$ cat src/verilog/isc_regs.vh
`ifndef ISC_REGS_VH
`define ISC_REGS_VH

// ------------------------------------------------------------
// Summary register fields
// ------------------------------------------------------------
`define ISC_EXT_HI 38
`define ISC_EXT_LO 33
`define ISC_SL_BIT 32
`define ISC_CR_BIT 31
`define ISC_PC1_BIT 30
`define ISC_PC0_BIT 29
`define ISC_SW_HI 28
`define ISC_SW_LO 14
`define ISC_AST_U_BIT 10
`define ISC_AST_S_BIT 9
`define ISC_AST_E_BIT 4
`define ISC_AST_K_BIT 3

// ------------------------------------------------------------
// Clear register fields
// ------------------------------------------------------------
`define ISC_CLR_MCHK_BIT 28
`define ISC_CLR_FBP_BIT 26

// ------------------------------------------------------------
// Mode codes and reset values
// ------------------------------------------------------------
`define ISC_MODE_KERNEL 2'h0
`define ISC_MODE_EXEC 2'h1
`define ISC_MODE_SUPER 2'h2
`define ISC_MODE_USER 2'h3
`define ISC_ZERO64 64'h0000000000000000

`endif
$ cat src/verilog/isc_edge_latch.v
`timescale 1ns/1ps
`include "isc_regs.vh"

// ------------------------------------------------------------
// Sticky per-bit latch, set wins over clear
// ------------------------------------------------------------
module isc_edge_latch #(
	parameter W = 5
) (
	input wire clk_i,
	input wire rst_i,
	input wire [W-1:0] set_i,
	input wire [W-1:0] clr_i,
	output wire [W-1:0] q_o,
	output wire [W-1:0] new_o
);
	reg [W-1:0] q_reg;
	genvar i;
	generate
		for (i = 0; i < W; i = i + 1) begin : g_bit
			always @(posedge clk_i or posedge rst_i) begin
				if (rst_i) begin
					q_reg[i] <= 1'b0;
				end else if (set_i[i]) begin
					q_reg[i] <= 1'b1;
				end else if (clr_i[i]) begin
					q_reg[i] <= 1'b0;
				end
			end
			// Rising request not yet latched
			assign new_o[i] = set_i[i] & ~q_reg[i];
		end
	endgenerate
	assign q_o = q_reg;
endmodule

$ cat src/verilog/isc_irq_summary.v
`timescale 1ns/1ps
`include "isc_regs.vh"

// Function
// - The summary register is read-only and shows each request only while pending and enabled.
// - A read that coincides with a new hardware, serial, corrected-read or counter request returns zero.
// - A request lost to such a read stays pending and is signalled again on return to native mode.
// - External at 38:33, serial at 32, corrected read at 31, software 15:1 at 28:14.
// - Counter 0 pending at bit 29, counter 1 pending at bit 30.
// - Trap pending bits: user 10, supervisor 9, executive 4, kernel 3.
// - A mode's trap bit needs its enable, its request and current mode at or above that mode.
// - Reserved bits 63:39, 13:11, 8:5 and 2:0 read as zero.
// - The clear register is write-only and only clears edge requests and sets one test control.
// - Writing one to bit 32 or 31 clears the serial or corrected-read request; zero leaves it.
// - Writing one to bit 30 or 29 clears only the matching counter request.
// - Writing one to bit 28 clears the data machine check request.
// - Writing one to bit 26 arms a one-shot forcing bad parity on the next board-cache icache fill.
// - Summary bits are gated by the matching enable fields.
module isc_irq_summary (
	input wire clk_i,
	input wire rst_i,
	input wire [5:0] external_irq_i,
	input wire serial_line_irq_i,
	input wire corrected_read_err_irq_i,
	input wire [1:0] perf_counter_irq_i,
	input wire data_machine_check_i,
	input wire [15:1] sw_irq_request_i,
	input wire [5:0] ext_irq_enable_i,
	input wire serial_line_enable_i,
	input wire corrected_read_enable_i,
	input wire [1:0] perf_counter_enable_i,
	input wire [15:1] sw_irq_enable_i,
	input wire async_trap_global_enable_i,
	input wire [3:0] async_trap_enable_per_mode_i,
	input wire [3:0] async_trap_request_per_mode_i,
	input wire [1:0] current_mode_i,
	input wire native_return_i,
	input wire summary_rd_i,
	input wire clear_wr_i,
	input wire [63:0] clear_wdata_i,
	input wire icache_fill_bc_hit_i,
	output reg [63:0] pending_irq_summary_o,
	output wire external_irq_pending_o,
	output wire data_machine_check_pending_o,
	output wire force_bad_fill_parity_o,
	output wire resignal_o
);
	// ------------------------------------------------------------
	// Edge-sensitive request latches
	// ------------------------------------------------------------
	wire [4:0] edge_set;
	wire [4:0] edge_clr;
	wire [4:0] edge_q;
	wire [4:0] edge_new;
	wire [63:0] summary_next;
	wire [3:0] ast_pend;
	wire new_irq;
	reg [5:0] ext_prev_reg;
	reg lost_reg;
	reg fbp_reg;

	wire clr_sl;
	wire clr_cr;
	wire clr_pc1;
	wire clr_pc0;
	wire clr_mchk;

	assign edge_set[4] = data_machine_check_i;
	assign edge_set[3] = serial_line_irq_i;
	assign edge_set[2] = corrected_read_err_irq_i;
	assign edge_set[1:0] = perf_counter_irq_i;

	// ------------------------------------------------------------
	// Clear register decode, write-one fields only
	// ------------------------------------------------------------
	assign clr_sl = clear_wr_i & clear_wdata_i[`ISC_SL_BIT];
	assign clr_cr = clear_wr_i & clear_wdata_i[`ISC_CR_BIT];
	assign clr_pc1 = clear_wr_i & clear_wdata_i[`ISC_PC1_BIT];
	assign clr_pc0 = clear_wr_i & clear_wdata_i[`ISC_PC0_BIT];
	assign clr_mchk = clear_wr_i & clear_wdata_i[`ISC_CLR_MCHK_BIT];
	assign edge_clr = {clr_mchk, clr_sl, clr_cr, clr_pc1, clr_pc0};

	isc_edge_latch #(
		.W(5)
	) u_latch (
		.clk_i(clk_i),
		.rst_i(rst_i),
		.set_i(edge_set),
		.clr_i(edge_clr),
		.q_o(edge_q),
		.new_o(edge_new)
	);

	assign data_machine_check_pending_o = edge_q[4];

	// ------------------------------------------------------------
	// Trap pending per mode
	// ------------------------------------------------------------
	wire [3:0] trap_armed;

	assign trap_armed = {4{async_trap_global_enable_i}} & async_trap_enable_per_mode_i &
		async_trap_request_per_mode_i;

	genvar m;
	generate
		for (m = 0; m < 4; m = m + 1) begin : g_ast
			localparam [31:0] MODE_IDX = m;
			wire mode_reached;
			assign mode_reached = (current_mode_i >= MODE_IDX[1:0]);
			assign ast_pend[m] = trap_armed[m] & mode_reached;
		end
	endgenerate

	// ------------------------------------------------------------
	// Enabled summary fields
	// ------------------------------------------------------------
	wire [5:0] ext_field;
	wire sl_field;
	wire cr_field;
	wire [1:0] pc_field;
	wire [14:0] sw_field;
	wire [1:0] ast_hi_field;
	wire [1:0] ast_lo_field;

	assign ext_field = external_irq_i & ext_irq_enable_i;
	assign sl_field = edge_q[3] & serial_line_enable_i;
	assign cr_field = edge_q[2] & corrected_read_enable_i;
	assign pc_field = edge_q[1:0] & perf_counter_enable_i;
	assign sw_field = sw_irq_request_i & sw_irq_enable_i;
	assign ast_hi_field = {ast_pend[`ISC_MODE_USER], ast_pend[`ISC_MODE_SUPER]};
	assign ast_lo_field = {ast_pend[`ISC_MODE_EXEC], ast_pend[`ISC_MODE_KERNEL]};

	assign summary_next = {25'h0000000, ext_field, sl_field, cr_field, pc_field, sw_field,
		3'h0, ast_hi_field, 4'h0, ast_lo_field, 3'h0};

	// ------------------------------------------------------------
	// New request detection
	// ------------------------------------------------------------
	wire [5:0] ext_rise;
	wire [3:0] edge_rise;
	wire read_collide;

	assign ext_rise = external_irq_i & ~ext_prev_reg;
	// Machine check latch is not a colliding source
	assign edge_rise = edge_new[3:0];
	assign new_irq = (|ext_rise) | (|edge_rise);
	assign read_collide = summary_rd_i & new_irq;
	assign external_irq_pending_o = |summary_next;

	// ------------------------------------------------------------
	// Read data register
	// ------------------------------------------------------------
	always @(posedge clk_i or posedge rst_i) begin
		if (rst_i) begin
			pending_irq_summary_o <= `ISC_ZERO64;
		end else if (read_collide) begin
			pending_irq_summary_o <= `ISC_ZERO64;
		end else if (summary_rd_i) begin
			pending_irq_summary_o <= summary_next;
		end
	end

	// ------------------------------------------------------------
	// External request history for rise detection
	// ------------------------------------------------------------
	always @(posedge clk_i or posedge rst_i) begin
		if (rst_i) begin
			ext_prev_reg <= 6'h00;
		end else begin
			ext_prev_reg <= external_irq_i;
		end
	end

	// ------------------------------------------------------------
	// Lost request flag, collision wins over native return
	// ------------------------------------------------------------
	reg lost_next;
	always @* begin
		lost_next = lost_reg;
		if (read_collide) begin
			lost_next = 1'b1;
		end else if (native_return_i) begin
			lost_next = 1'b0;
		end
	end

	always @(posedge clk_i or posedge rst_i) begin
		if (rst_i) begin
			lost_reg <= 1'b0;
		end else begin
			lost_reg <= lost_next;
		end
	end

	// ------------------------------------------------------------
	// One-shot bad fill parity control, arm wins over fill
	// ------------------------------------------------------------
	wire arm_req;
	reg fbp_next;
	assign arm_req = clear_wr_i & clear_wdata_i[`ISC_CLR_FBP_BIT];
	always @* begin
		fbp_next = fbp_reg;
		if (arm_req) begin
			fbp_next = 1'b1;
		end else if (icache_fill_bc_hit_i) begin
			fbp_next = 1'b0;
		end
	end

	always @(posedge clk_i or posedge rst_i) begin
		if (rst_i) begin
			fbp_reg <= 1'b0;
		end else begin
			fbp_reg <= fbp_next;
		end
	end

	// ------------------------------------------------------------
	// Re-signal on native return; latches still hold the request
	// ------------------------------------------------------------
	assign resignal_o = lost_reg & native_return_i & external_irq_pending_o;
	assign force_bad_fill_parity_o = fbp_reg;
endmodule

$ cat config.mk
export PLATFORM = sky130hd
export DESIGN_NAME = isc_irq_summary
export DESIGN_NICKNAME = d
export VERILOG_FILES = /design/src/verilog/isc_edge_latch.v /design/src/verilog/isc_irq_summary.v
export VERILOG_INCLUDE_DIRS = /design/src /design/src/verilog
export SDC_FILE = /design/constraint.sdc
export NUM_CORES = 1
export LEC_CHECK = 0
export BUFFER_PORTS_ARGS = -buffer_cell sky130_fd_sc_hd__buf_4
export CELL_PAD_IN_SITES_DETAIL_PLACEMENT = 0
export CELL_PAD_IN_SITES_GLOBAL_PLACEMENT = 1
export CORE_MARGIN = 1.5
export CORE_UTILIZATION = 27
export CTS_CLUSTER_SIZE = 12
export DETAILED_ROUTE_END_ITERATION = 12
export HOLD_SLACK_MARGIN = 0.05
export MAX_ROUTING_LAYER = met4
export PLACE_DENSITY = 0.85
export SYNTH_ARGS = -nofsm -noshare
export SYNTH_HDL_FRONTEND = slang
export SYNTH_SLANG_ARGS = --single-unit
$ cat constraint.sdc
create_clock -name clk_i -period 2.5 [get_ports clk_i]
set_clock_uncertainty 0.2 [all_clocks]
set_input_delay 0 -clock clk_i [delete_from_list [all_inputs] [get_ports clk_i]]
set_output_delay 0 -clock clk_i [all_outputs]
set_load 0.03 [all_outputs]
Word-level counts from Yosys, hierarchy flattened. Cells that the tools add are included. Widths: inputs -> output; s select.

Register bits: 77. Output and inout bits: 68. Logic and storage cells: 71. Bits of input ports: 132.

Reduce and logical (&&, ||, !) cells: 11. Order comparisons: 4. Muxes and demuxes: 16. Bitwise gates (word level): 31.

Operators with widths (number): $mux 64 (2); $reduce_or 29->1 (1); $and 1x1->1 (19); $reduce_bool 2->1 (8); $and 15x15->15 (1); $mux 1 (14); $and 6x6->6 (2); $and 4x4->4 (2); $not 6->6 (1); $reduce_or 6->1 (1); $ge 2x1->1 const B (2); $ge 2x2->1 const B (2); $not 1->1 (4); $reduce_or 4->1 (1); $and 2x2->2 (1); $or 1x1->1 (1).

Depth between registers and ports, before layout.
Depth after elaboration: 6. Depth in mapped cells: 6. Mapped depth without buffers: 4.

Cells and area by module. A second synthesis with hierarchy kept.

Cell total of the unflattened synthesis: 238. Area, all modules: 2204.6 um^2.

Modules (own cells, without submodules): isc_irq_summary (area each 1988.2 um^2, instances 1, cells an instance 217, seq. area each 925.9 um^2); isc_edge_latch (area each 216.5 um^2, instances 1, cells an instance 21, seq. area each 125.1 um^2).

Least setup slack after synthesis. Ideal clock, no wire load.

Path type: register to register. From: register u_latch.q_reg[3], in the netlist u_latch.q_o[3]. To: register pending_irq_summary_o[22]. Period minus slack after synthesis: 1.638 ns. Arrival: 1.363 ns. Stages on the path, launching flop included: 7. Setup time: 0.075 ns. Data required time: 2.225 ns. Slack: 0.862 ns. Cell sequence: dfrtp_1 nor2b_1 a2111oi_2 nand4_1 buf_2 buf_6 o2bb2ai_2.

Cells in the longest elaborated chain, start to end: 6. Elaborated cells on any way between the ends: 7.

RTL lines: start, declared (RTL line isc_edge_latch.v:17) `reg [W-1:0] q_reg;`; start signal, assigned by index (RTL line isc_edge_latch.v:23) `q_reg[i] <= 1'b0;`; start signal, assigned by index (RTL line isc_edge_latch.v:25) `q_reg[i] <= 1'b1;`; start signal, assigned by index (RTL line isc_edge_latch.v:27) `q_reg[i] <= 1'b0;`; $not 1->1 (*) (RTL line isc_edge_latch.v:31) `assign new_o[i] = set_i[i] & ~q_reg[i];`; $and 1x1->1 (*) (RTL line isc_edge_latch.v:31); $reduce_or 4->1 (*) (RTL line isc_irq_summary.v:146) `assign new_irq = (|ext_rise) | (|edge_rise);`; $or 1x1->1 (*) (RTL line isc_irq_summary.v:146); $and 1x1->1 (*) (RTL line isc_irq_summary.v:147) `assign read_collide = summary_rd_i & new_irq;`; $mux 64 / $reduce_bool 2->1 (equally long branches); end signal, assigned (RTL line isc_irq_summary.v:155) `` pending_irq_summary_o <= `ISC_ZERO64; ``; end signal, assigned (RTL line isc_irq_summary.v:157) `` pending_irq_summary_o <= `ISC_ZERO64; ``; end signal, assigned (RTL line isc_irq_summary.v:159) `pending_irq_summary_o <= summary_next;`; end, declared (RTL line isc_irq_summary.v:42) `output reg [63:0] pending_irq_summary_o,`.

Mark *: on every way between the ends. The rest lies on a longest branch, timed or not. A chain may end at the register's enable or synchronous reset.

Worst setup path in the final report.
From: register u_latch.q_reg[3], in the netlist u_latch.q_o[3]. To: output port resignal_o.

Cells in the longest elaborated chain, start to end: 3.

RTL lines: $and 1x1->1 (RTL line isc_irq_summary.v:126) `assign sl_field = edge_q[3] & serial_line_enable_i;`; $reduce_or 29->1 (RTL line isc_irq_summary.v:148) `assign external_irq_pending_o = |summary_next;`; $and 1x1->1 (RTL line isc_irq_summary.v:221) `assign resignal_o = lost_reg & native_return_i & external_irq_pending_o;`; end, declared (RTL line isc_irq_summary.v:46) `output wire resignal_o`.

No other way between the ends.

==> metrics.yaml <==
async_flop_share_pct: 100
grt_pass1_wl_um: 10100
clk_pin_slew_ns: 0.09
hold_class: "in -> reg"
min_to: "pending_irq_summary_o[22]"
hold_start: "summary_rd_i"
root_buffer: "clkbuf_8"
die_y_um: 90.7
fin_cells: 466
yosys_most_used_dff: "dfrtp_1"
setup_tns_ns: 0
r2r_cells: 5
dp_hpwl_um: 4330
track_usage_pct: 16.1
cts_buffers: 5
synth_warnings: 0
synthDistinctLibCells: 24
post_cts_buffers: 0
synth-seq-cells: 42
critical_path_class: "reg -> out"
largest_register_ffs: 29
area_growth_pct: 76.7
ys_seq_area_share_pct: 50.7
grt_pass1_vias: 2100
gp_congestion: 0.793
synth.most_common_cell: "dfrtp_1"
r2r-end: "pending_irq_summary_o[10]"
r2r_start: "u_latch.q_o[3]"
crit_family: "simple AND/OR/NAND/NOR gates"
die_area_um2: 8220
startpoint_type: "flip-flop"
drc: 0
cts_tree: "done"
p_leak_nw: 1.76
outcome: "finished, final reports clean"
critPathMaxFanout: 4
cts_sinks: 42
drt_iter0_markers: 44
worst_pin_slew_ns: 0.898
synth_edf_count: 0
crit_path_max_incr_delay_ns: 0.42
fmax_ghz: 0.492
io_buffers: 106
seqPwrFrac_pct: 39.7
path_cells: "a22oi_1 -> nand4_1 -> nor4b_1 -> a21oi_1 -> buf_4"
holdPathStages: 4
min_period_over_period_pct: 81.3
cp.arrival_ns: 1.83
start_util_pct: 28.3
synth_area_per_cell_um2: 10.9
vias: 2005
fillers: 676
cts_buffer_depth: 2
ioPinCount: 200
finalSetupViolCount: 0
rsz0062_at_grt: "no"
power_frac_comb_pct: 23.1
synth_top_area_cell: "dfrtp_1"
slew-limit-headroom_pct: 40.1
final.min_clock_period_ns: 2.03
p_sw_share_pct: 26.8
firstDrtPassIters: 4
n_antenna_cell: 0
ant_nets: 0
drive_above_1_share_pct: 35.1
p_switching_uw: 485
wl_um: 6430
clockPowerShare_pct: 37.2
h-tree-depth: 2
holdWs_ns: 0.122
irDropWorstVdd_mv: 0.258
grt_max_degree: 43
p_int_mw: 1.33
synth_common_cells: "dfrtp_1, buf_4, nand2_1"
core_um2: 7330
synth.top_cell.area_share_pct: 50.7
cp_num_buf_inv: 1
synth_area_um2: 2070
avgViaCountPerCell: 4.30
clock_latency_ns: 0.29
hold_viol: 0
finalMaxSlewViolations: 0
fp.dieW_um: 90.7
antenna_found_initial: 0
slowest_stage: "dfrtp_1"
rrSetupSlack_ns: 0.68
end_kind: "primary output"
synthTopCellsByArea: "dfrtp_1, buf_4, o2bb2ai_1, o2bb2ai_2, nand2_1"
critPathRequiredTime_ns: 2.30
power_density_nw_per_um2: 495
synth_cells: 190
wl_per_cell_um: 13.8
maxCapViolations: 0
final_nets: 498
overflow: 0
row_count: 31
dp_cells: 390
## how the worst max path moves through the flow
stage | end | slack (ns) | depth (start not counted) | from
final | resignal_o | 0.47 | 5 | u_latch.q_o[3]
after global routing | external_irq_pending_o | 0.22 | 5 | u_latch.q_o[3]
after CTS | resignal_o | 0.48 | 5 | u_latch.q_o[3]
after detailed placement | pending_irq_summary_o[29] | 0.70 | 5 | u_latch.q_o[3]
after global placement | pending_irq_summary_o[34] | 0.72 | 5 | u_latch.q_o[3]
after floorplan | pending_irq_summary_o[22] | 0.86 | 6 | u_latch.q_o[3]
## worst register-to-register path, cell delays in order, from the launching register on
cell and delay (ns):
dfrtp_1 0.40, nor2b_1 0.08, a2111oi_2 0.45, nand4_1 0.14, buf_4 0.27, o2bb2ai_1 0.22
## logic make-up after synthesis
family	synth area share, %
DFF	50.7
other	0.181
AOI/OAI and AO/OA	21.9
buffers and inverters	15.6
and+or+nand+nor	11.6
## stage by stage
stage	setup slack [ns]	utilization [%]	cell area, µm²	total power [mW]
after floorplan	0.862	-	2200	0.957
after global placement	0.723	38.8	2840	1.06
after detailed placement	0.696	38.8	2840	1.07
after CTS	0.484	50.0	3670	1.83
after global routing	0.216	50.0	3670	1.89
final	0.469	50.0	3670	1.81
## power groups by stage
stage,combinational (mW),sequential [mW],clock [mW]
after floorplan,0.195,0.762,0
after CTS,0.420,0.720,0.685
after global placement,0.332,0.732,0
after detailed placement,0.335,0.733,0
final,0.419,0.720,0.674
after global routing,0.450,0.724,0.712
## cell usage in the layout (no fill, tap or decap)
cell | Yosys | final
buf_4 | 35 | 108
dlygate4sd3_1 | 0 | 68
dfrtp_1 | 42 | 42
conb_1 | 1 | 35
nand2_1 | 33 | 33
o2bb2ai_1 | 19 | 19
o2bb2ai_2 | 10 | 10
nand4_1 | 8 | 8
inv_1 | 7 | 6
nor2b_1 | 6 | 6
a21o_1 | 6 | 6
clkbuf_8 | 0 | 6
a22oi_1 | 5 | 5
a2111oi_2 | 2 | 2
nand3_1 | 2 | 2
bufinv_16 | 0 | 2
clkinv_1 | 1 | 1
o2111ai_1 | 1 | 1
and3_1 | 1 | 1
o21ai_0 | 1 | 1
a31oi_1 | 1 | 1
nor4b_1 | 1 | 1
nor3_1 | 1 | 1
a21oi_1 | 1 | 1
inv_2 | 0 | 1
## timing repair
action                                 4_1_cts  5_1_grt
resized for setup                            0        0
hold buffers                                68        0
endpoints found under the hold margin       84        0
## routing by layer
layer / wire length [µm] / global-route usage (%) / vias to the layer above / part of all wire (%)
met2: 3330 / 27.9 / 80 / 52
met5: 0 / - / - / 0
met1: 2630 / 18.6 / 954 / 41
met3: 287 / 2.78 / 17 / 4.5
met4: 173 / 5.82 / 0 / 2.7
li1: - / - / 954 / -
## cell type report
cell class                      instances  area [µm²]  share of cell area (%)
Clock inverter                          2        60.1                    1.64
Multi-Input combinational cell        133         827                    22.6
Timing Repair Buffer                  176        1490                    40.7
Sequential cell                        42        1050                    28.7
Tap cell                               99         124                    3.38
Inverter                                8        30.0                   0.819
Clock buffer                            6        82.6                    2.25
No activity file was read; power rests on OpenSTA's default activity.
